$ cat src/inc/rdi_pkg.sv
// ***************************************************************
// Reset and identification constants
// ***************************************************************
package rdi_pkg;

    localparam int ADDR_W = 12;

    // Register byte addresses.
    localparam logic [ADDR_W-1:0] ADDR_ID   = 12'h000;
    localparam logic [ADDR_W-1:0] ADDR_CFG  = 12'h004;
    localparam logic [ADDR_W-1:0] ADDR_STAT = 12'h008;
    localparam logic [ADDR_W-1:0] ADDR_REV  = 12'h100;

    // Pin configuration register layout.
    localparam int              CFG_W        = 4;
    localparam int              CFG_MIC_DIG  = 0;
    localparam int              CFG_PD_OFF   = 1;
    localparam int              CFG_PU_OFF   = 2;
    localparam int              CFG_SD_OFF   = 3;
    localparam logic [CFG_W-1:0] CFG_RST     = 4'h0;

    // Status register layout.
    localparam int STAT_RUN      = 0;
    localparam int STAT_ANA_GOOD = 1;
    localparam int STAT_CORE_GOOD = 2;

    // Revision register layout.
    localparam int CUST_LSB = 8;
    localparam int SREV_LSB = 0;

    // Power-on reset period.
    localparam int TPOR_NS   = 100;
    localparam int CLK_NS    = 4;
    localparam int TPOR_CYC  = (TPOR_NS + CLK_NS - 1) / CLK_NS;
    localparam int CNT_W     = $clog2(TPOR_CYC + 1);

    typedef struct packed {
        logic spk_cfg_pullup;
        logic reg1_en_pulldown;
        logic reg2_en_pulldown;
        logic bus_addr_pulldown;
        logic main_clock_in_two_pulldown;
        logic aif2_pulldown;
        logic aif3_pulldown;
        logic sdout_drive;
        logic mic_digital_sel;
    } rdi_pins_t;

    localparam rdi_pins_t PINS_RST = '{
        spk_cfg_pullup:             1'b1,
        reg1_en_pulldown:           1'b1,
        reg2_en_pulldown:           1'b1,
        bus_addr_pulldown:          1'b1,
        main_clock_in_two_pulldown: 1'b1,
        aif2_pulldown:              1'b1,
        aif3_pulldown:              1'b1,
        sdout_drive:                1'b1,
        mic_digital_sel:            1'b0
    };

    typedef struct packed {
        logic             ana_s1;
        logic             ana_s2;
        logic             core_s1;
        logic             core_s2;
        logic [CNT_W-1:0] cnt;
        logic             run;
        logic [CFG_W-1:0] cfg;
        logic             pready;
        logic [31:0]      prdata;
        logic             pslverr;
        logic             swrst;
        rdi_pins_t        pins;
    } rdi_state_t;

endpackage

$ cat src/core/rdi_top.sv
`timescale 1ns/1ns
// How it works
// - Internal reset held low while either supply monitor reports low.
// - Bus writes are discarded while the internal reset is low.
// - On release all registers hold defaults and writes are accepted.
// - Reset stays low for at least 100 ns after both supplies are good.
// - Reset falls on the third clock edge after either supply reports below threshold.
// - Pins take their pull-up, pull-down and drive states after reset.
// - Software reset applies the same pin states as power-on reset.
// - Shared mic pin selects the analogue input after reset.
// - Reading address zero returns the fixed 16-bit identity code.
// - Any write to address zero resets all control registers.
// - Revision register gives customer code 15:8 and silicon revision 3:0.
module rdi_top
    import rdi_pkg::*;
#(
    parameter logic [15:0] DEVICE_ID        = 16'h5a5a, // Arbitrary value.
    parameter logic [7:0]  CUSTOMER_CODE    = 8'h00,    // Arbitrary value.
    parameter logic [3:0]  SILICON_REVISION = 4'h0      // Arbitrary value.
) (
    input  wire logic              pclk,
    input  wire logic              presetn,
    input  wire logic              psel,
    input  wire logic              penable,
    input  wire logic              pwrite,
    input  wire logic [ADDR_W-1:0] paddr,
    input  wire logic [31:0]       pwdata,
    output logic                   pready,
    output logic [31:0]            prdata,
    output logic                   pslverr,
    input  wire logic              analogue_supply_two_good,
    input  wire logic              core_supply_good,
    output logic                   core_reset_n,
    output logic                   soft_reset_pulse,
    output rdi_pins_t              pin_state
);

    // The count starts at zero, so the last counted value is one below the period.
    localparam logic [CNT_W-1:0] TPOR_LAST = CNT_W'(TPOR_CYC - 1);

    rdi_state_t s_q;
    rdi_state_t s_d;
    logic       good;
    logic       acc;
    logic       wr_done;

    // ***************************************************************
    // Next state
    // ***************************************************************
    always_comb begin
        s_d         = s_q;
        s_d.ana_s1  = analogue_supply_two_good;
        s_d.ana_s2  = s_q.ana_s1;
        s_d.core_s1 = core_supply_good;
        s_d.core_s2 = s_q.core_s1;
        s_d.swrst   = 1'b0;
        good        = s_q.ana_s2 & s_q.core_s2;
        acc         = psel & penable & ~s_q.pready;
        wr_done     = psel & penable & s_q.pready & pwrite;

        // ***************************************************************
        // Supply monitors and power-on count
        // ***************************************************************
        // The count restarts whenever a synchronised monitor drops, so a supply
        // that bounces while ramping never shortens the minimum reset period.
        // Hold on low supply.
        if (!good) begin
            s_d.run = 1'b0;
            s_d.cnt = '0;
        end else if (!s_q.run) begin
            if (s_q.cnt == TPOR_LAST) begin
                s_d.run = 1'b1;
            end
            s_d.cnt = s_q.cnt + CNT_W'(1);
        end

        // ***************************************************************
        // Register writes
        // ***************************************************************
        // Holding the configuration at its default for the whole reset means
        // release needs no separate clear step, and a write that arrives while
        // the supplies are still settling cannot leave a stray setting behind.
        // Defaults during reset.
        if (!s_q.run) begin
            s_d.cfg = CFG_RST;
        end else if (wr_done) begin
            case (paddr)
                ADDR_ID: begin
                    s_d.cfg   = CFG_RST;
                    s_d.swrst = 1'b1;
                end
                ADDR_CFG: begin
                    s_d.cfg = pwdata[CFG_W-1:0];
                end
                default: begin
                end
            endcase
        end

        // ***************************************************************
        // Pin states
        // ***************************************************************
        // Pin states follow the configuration one cycle later, so a soft
        // reset lands on the pins in the cycle after the register clears.
        // Reset pin states.
        s_d.pins = PINS_RST;
        if (s_q.run) begin
            s_d.pins.mic_digital_sel            = s_q.cfg[CFG_MIC_DIG];
            s_d.pins.spk_cfg_pullup             = ~s_q.cfg[CFG_PU_OFF];
            s_d.pins.reg1_en_pulldown           = ~s_q.cfg[CFG_PD_OFF];
            s_d.pins.reg2_en_pulldown           = ~s_q.cfg[CFG_PD_OFF];
            s_d.pins.bus_addr_pulldown          = ~s_q.cfg[CFG_PD_OFF];
            s_d.pins.main_clock_in_two_pulldown = ~s_q.cfg[CFG_PD_OFF];
            s_d.pins.aif2_pulldown              = ~s_q.cfg[CFG_PD_OFF];
            s_d.pins.aif3_pulldown              = ~s_q.cfg[CFG_PD_OFF];
            s_d.pins.sdout_drive                = ~s_q.cfg[CFG_SD_OFF];
        end

        // ***************************************************************
        // Bus answer
        // ***************************************************************
        // One wait state keeps pready and prdata straight from flip-flops.
        // The price is one extra cycle on every access, which the host never notices.
        s_d.pready = acc;
        if (acc) begin
            s_d.pslverr = 1'b0;
            s_d.prdata  = 32'h0000_0000;
            case (paddr)
                ADDR_ID: begin
                    s_d.prdata[$bits(DEVICE_ID)-1:0] = DEVICE_ID;
                end
                ADDR_REV: begin
                    s_d.prdata[CUST_LSB+:$bits(CUSTOMER_CODE)]    = CUSTOMER_CODE;
                    s_d.prdata[SREV_LSB+:$bits(SILICON_REVISION)] = SILICON_REVISION;
                end
                ADDR_CFG: begin
                    s_d.prdata[CFG_W-1:0] = s_q.cfg;
                end
                ADDR_STAT: begin
                    s_d.prdata[STAT_RUN]       = s_q.run;
                    s_d.prdata[STAT_ANA_GOOD]  = s_q.ana_s2;
                    s_d.prdata[STAT_CORE_GOOD] = s_q.core_s2;
                end
                default: begin
                    s_d.pslverr = 1'b1;
                end
            endcase
        end else begin
            s_d.pslverr = 1'b0;
        end
    end

    // ***************************************************************
    // State register
    // ***************************************************************
    // Reset loads the pin defaults directly, so the pull and drive controls
    // never pass through an undefined state while the supplies ramp.
    always_ff @(posedge pclk or negedge presetn) begin
        if (!presetn) begin
            s_q      <= '0;
            s_q.pins <= PINS_RST;
        end else begin
            s_q <= s_d;
        end
    end

    // ***************************************************************
    // Outputs
    // ***************************************************************
    assign pready           = s_q.pready;
    assign prdata           = s_q.prdata;
    assign pslverr          = s_q.pslverr;
    assign core_reset_n     = s_q.run;
    assign soft_reset_pulse = s_q.swrst;
    assign pin_state        = s_q.pins;
endmodule // rdi_top

$ cat config.mk
export PLATFORM = sky130hd
export DESIGN_NAME = rdi_top
export DESIGN_NICKNAME = d
export VERILOG_FILES = /design/src/inc/rdi_pkg.sv /design/src/core/rdi_top.sv
export SDC_FILE = /design/constraint.sdc
export NUM_CORES = 1
export LEC_CHECK = 0
export BUFFER_PORTS_ARGS = -buffer_cell sky130_fd_sc_hd__clkbuf_2
export CAP_MARGIN = 0
export CORE_MARGIN = 2
export CORE_UTILIZATION = 44
export DETAILED_ROUTE_END_ITERATION = 16
export GPL_TIMING_DRIVEN = 0
export PLACE_DENSITY_LB_ADDON = 0.1
export SYNTH_ARGS = -nofsm -noshare
export SYNTH_HDL_FRONTEND = slang
export SYNTH_SLANG_ARGS = --single-unit
$ cat constraint.sdc
create_clock -name pclk -period 2.7 [get_ports pclk]
set_clock_uncertainty 0.1 [all_clocks]
set_input_delay 0.27 -clock pclk [delete_from_list [all_inputs] [get_ports pclk]]
set_output_delay 0.27 -clock pclk [all_outputs]
set_load 0.01 [all_outputs]
Word-level counts from Yosys, hierarchy flattened. Index checks and enable logic that the tools add are counted.

Bits in registers: 42. Logic and storage cells: 56. Input port bits: 51.

Multiplexer cells: 16. Reduce and logical (&&, ||, !) cells: 3. $add $sub $neg: 1. Bitwise gates (word level): 9. Equality and inequality tests: 7.

Operator list (count): equality test 12 x 3 -> 1 bit, second input constant (1); equality test 12 x 4 -> 1 bit, second input constant (1); equality test 12 x 9 -> 1 bit, second input constant (1); logical NOT 12 bit (1); two-way mux 6 bit (2); two-way mux 9 bit (1); one-hot mux 3 bit (3 select lines) (1); two-way mux 4 bit (2); one-hot mux 4 bit (2 select lines) (1); two-way mux 7 bit (1); two-way mux 1 bit (6); adder 5 x 1 -> 5 bit, second input constant (1); AND 1 bit (5); equality test 5 bit, second input constant (1); NOT 1 bit (4); OR reduction 4 bit (1); two-way mux 3 bit (1); inequality test 3 x 1 -> 1 bit, second input constant (1); inequality test 2 x 1 -> 1 bit, second input constant (1); inequality test 2 bit, second input constant (1); one-hot mux 1 bit (2 select lines) (1); AND reduction 2 bit (1).

Logic depth before layout (Yosys ltp).
Depth after elaboration: 5. Mapped depth: 5. Gate-level depth less buffers: 4.

Worst setup path after synthesis. No wires, ideal clock.

Path kind: input-to-reg. From: in paddr[0]. To: reg s_q[44] in the netlist's numbering. Cell stages on the path: 4. Arrival time: 1.505 ns. Data required time: 2.475 ns. Path buffers: 0. Setup time: 0.125 ns. Slack: 0.970 ns. Cell sequence: or4_4 -> nor3b_4 -> nand3_4 -> mux2_4.

Longest elaborated chain between the ends: 4. Elaborated cells on any way between the ends: 7. Classes of those cells: eq/ne: 2; mux: 3; reduce/logical: 2.

RTL lines: start, declared (RTL line rdi_top.sv:26) `input wire logic [ADDR_W-1:0] paddr,`; equality test 12 x 3 -> 1 bit / logical NOT 12 bit (equally long branches) (RTL line rdi_top.sv:87) `case (paddr)`; one-hot mux 4 bit (2 select lines) (RTL line rdi_top.sv:87); two-way mux 4 bit (RTL line rdi_top.sv:86) `end else if (wr_done) begin`; two-way mux 4 bit (RTL line rdi_top.sv:84) `if (!s_q.run) begin`; end, declared (RTL line rdi_top.sv:41) `rdi_state_t s_q;`.

Several ways; a longest one is shown, not always the timed one. The select of a mux whose other input is x is not followed. A chain may end at the register's enable or synchronous reset.

Final worst setup path. Ends and elaborated chain as after synthesis.

==> results.txt <==
----------------------------------------------------
[Final layout]
  Commonest non-fill, non-tap cells in the layout ... sky130_fd_sc_hd__clkbuf_2 (44), sky130_fd_sc_hd__buf_4 (41), sky130_fd_sc_hd__dfrtp_1 (23)
  Post-route non-filler standard cell count ... 260
  Final std cell area, no fill ... 1840 µm²
  Area added between synthesis and finish ... 29.6%
  Commonest non-fill, non-tap cell in the layout ... sky130_fd_sc_hd__clkbuf_2
  Number of diodes added for antenna fixing ... 0
  Number of nets in the layout ... 270
  Share of final-layout standard cells stronger than drive strength 1 ... 0.449

[Floorplan]
  Starting density of the core ... 0.466
  Number of core rows ... 20
  Die H ... 60.9 µm
  X dimension of the die ... 60.9 µm
  Placeable Area ... 3050 µm²
  Count of pins on the block boundary ... 96
  Area enclosed by the die boundary ... 3700 µm²

[Hold path]
  Hold WC Path Type ... input pin to register

[Place]
  Gpl congestion ... 0.779
  Cell Area, Placed ... 1780 µm²
  Number of cells in the design after placement ... 253
  Detailed placer's ending HPWL ... 2030 µm
  PortBufs ... 44
  Worst slack at placement ... 0.814 ns

[Clock tree]
  CTS sink cnt ... 26
  CTS tree ... built
  CTS buffer count ... 3
  Bufs on Longest Clock Path ... 2
  Clock Latency Late Sink ... 0.33 ns
  CTS H-tree lvls ... 1
  Clock-pin slew of the registers on the worst-case setup and hold paths ... 0.14 ns
  Clock tree root driver cell ... sky130_fd_sc_hd__clkbuf_4

[Setup path]
  Worst r2r src ... core_reset_n
  Slowest stage cell, crit path ... sky130_fd_sc_hd__or4_4
  Endpoint of the most critical setup path ... s_q[44]
  Crit path capture type ... register
  WP data arrival ... 1.65 ns
  CP peak stage delay ... 0.54 ns
  Req. time, crit path ... 2.83 ns
  Crit path buf inv count ... 1
  Gate family responsible for the most delay along the worst path ... simple AND/OR/NAND/NOR gates
  Startpoint kind of the worst setup timing path ... input pin
  Crit. path cell count ... 5
  Ordered list of cells on the worst path ... clkbuf_2 > or4_4 > nor3b_4 > nand3_4 > mux2_4
  Setup Crit Path Kind ... input pin to register
  Cells on worst reg2reg path ... 3
  Slack of the worst reg-to-reg path ... 1.32 ns
  Worst r2r dst ... s_q[50]
  Critical path launch point ... paddr[0]
  Critical path peak fanout ... 4

[Synthesis]
  Post-synthesis sequential element count ... 26
  Synthesized area per cell ... 9.88 µm²
  Largest family of logic cells by synthesized area ... buffers and inverters
  Distinct cell type count after synthesis ... 30
  Number of flops mapped to enable cells by yosys ... 0
  Syn Inst Count ... 144
  Share of the synthesized area in compound gates (AO/OA/AOI/OAI) ... 0.0501
  Xor-xnor portion of the synthesized cell area ... 0.0246
  Yosys warns ... 0
  Sequential fraction of the synthesis area ... 0.460
  Adder-Cell Fraction of Synth Area ... 0.0176
  Fraction of synthesized area in multiplexers ... 0.0387
  Post-synth top flop ... sky130_fd_sc_hd__dfrtp_1
  Post-Synthesis Cell Area ... 1420 µm²
  Async set or reset register ratio after synthesis ... 1.00
  Simple-gate portion of the synthesized area ... 0.166

[Timing]
  Count of final setup violators ... 0
  Final setup TNS ... 0 ns
  Worst Tran Pin Value ... 0.611 ns
  Time the final worst path needs with I/O delays and setup ... 1.52 ns
  Achievable clock frequency ... 0.658 GHz
  Share of the clock period used by the worst path after layout ... 0.562
  RSZ-0062 raised after global routing ... no
  Setup WS post-layout ... 1.18 ns
  Remaining max-slew budget at the tightest pin ... 0.593
  Final hold viol count ... 0
  Final Max Tran Viols ... 0

[Drt]
  Initial detailed-routing violation count ... 11
  Residual antenna-violating net count after detailed routing ... 0
  Number of remaining DRC errors ... 0
  Via density per instance ... 4.11
  1st-pass router iterations ... 4
  Vias after detailed routing ... 1,069
  Detailed Route WL ... 2460 µm
  Wirelength per Cell ... 9.47 µm

[Pwr]
  Maximum vdd ir drop ... 252 µV
  Leakage power total ... 1.03 nW
  NetSw ... 0.163 mW
  Portion of total power attributed to combinational logic ... 0.131
  Part of the power in the clock network ... 0.286
  Switching share of power ... 0.238
  Fraction of power consumed by sequential logic ... 0.583
  Total power divided by cell area ... 371 nW/µm²
  Cell internal pwr ... 0.521 mW

[GRT]
  Wire length of the first global-routing pass ... 4040 µm
  Overall routing resource usage ... 0.148
  Aggregate global routing overflow ... 0
  Number of global-route vias before repair ... 985
  Pin count of the biggest net entering global routing ... 27
  Initial antenna violation count ... 0

[Outcome]
  Result of the run ... finished clean

[Run]
  Max-cap viol count ... 0

----------------------------------------------------
[synth_stat cells, drive strengths merged, types with 2 or more instances]
library cell | count | area share
a21oi | 5 | 0.018
and3 | 3 | 0.013
buf | 42 | 0.22
clkbuf | 2 | 0.0053
dfrtp | 23 | 0.40
dfstp | 3 | 0.055
ha | 2 | 0.018
inv | 6 | 0.016
mux2i | 4 | 0.028
nand2 | 11 | 0.029
nand3 | 7 | 0.033
nand4 | 2 | 0.0088
nor2 | 12 | 0.032
nor2b | 2 | 0.0088
o21ai | 6 | 0.021
xor2 | 3 | 0.018
[per-layer routing]
metal | up-vias | global-route usage | wire length (µm)
li1 | 549 | - | -
met1 | 488 | 0.169 | 974
met2 | 29 | 0.264 | 1350
met3 | 3 | 0.0384 | 118
met4 | 0 | 0.0590 | 23
met5 | - | 0 | 0
[tightest hold or removal path: stages]
cell and delay, ns:
sky130_fd_sc_hd__clkbuf_2 0.08, sky130_fd_sc_hd__nand3_1 0.07, sky130_fd_sc_hd__mux2i_1 0.06
[power groups by stage]
stage | sequential, mW | clock [mW] | combinational, mW
detailed placement | 0.407 | 0 | 0.0856
finish | 0.399 | 0.195 | 0.0896
global placement | 0.406 | 0 | 0.0842
floorplan | 0.407 | 0 | 0.0547
CTS | 0.399 | 0.201 | 0.0890
global route | 0.401 | 0.218 | 0.102
[area by class of cell]
type | count | area, µm²
well taps | 44 | 55.1
inverters | 6 | 22.5
repair buffers | 47 | 250
clock buffers | 4 | 36.3
fillers | 295 | 1210
flip-flops and latches | 26 | 654
multi-input cells | 89 | 505
plain buffers | 44 | 319
[per-stage QoR]
stage                     utilization  hold WS [ns]  power, mW
final                           0.604        0.0743      0.684
after global placement          0.582         0.202      0.491
after floorplan                     -        -0.126      0.461
after detailed placement        0.582         0.216      0.492
after global routing            0.604        0.0611      0.721
after CTS                       0.604        0.0663      0.689
[worst min-delay path by stage]
stage,end,start,cells past startpoint
2_1_floorplan,core_reset_n,presetn,0
3_3_place_gp,s_q[52],presetn,1
3_5_place_dp,s_q[53],presetn,1
4_1_cts,s_q[46],pwdata[2],3
5_1_grt,s_q[46],pwdata[2],3
6_report,s_q[46],pwdata[2],3
[sequential cells by signal (all words and copies together) (netlist names)]
register / cells
s_q: 11
prdata: 5
pin_state: 4
s_d: 2
core_reset_n: 1
pready: 1
pslverr: 1
soft_reset_pulse: 1
[logic make-up after synthesis]
family,count (synthesis)
muxes,5
and+or+nand+nor,43
adders and majority gates,2
buffers and inverters,50
DFF,26
other,1
AOI/OAI and AO/OA,13
xor gates and xnor gates,4
[what timing repair did]
action | CTS | global route
setup buffers | 0 | 0
gates resized for setup | 0 | 0
endpoints found under the hold margin | 25 | 0
hold buffers | 3 | 0
Note: power is estimated with default switching activity, not from simulation.
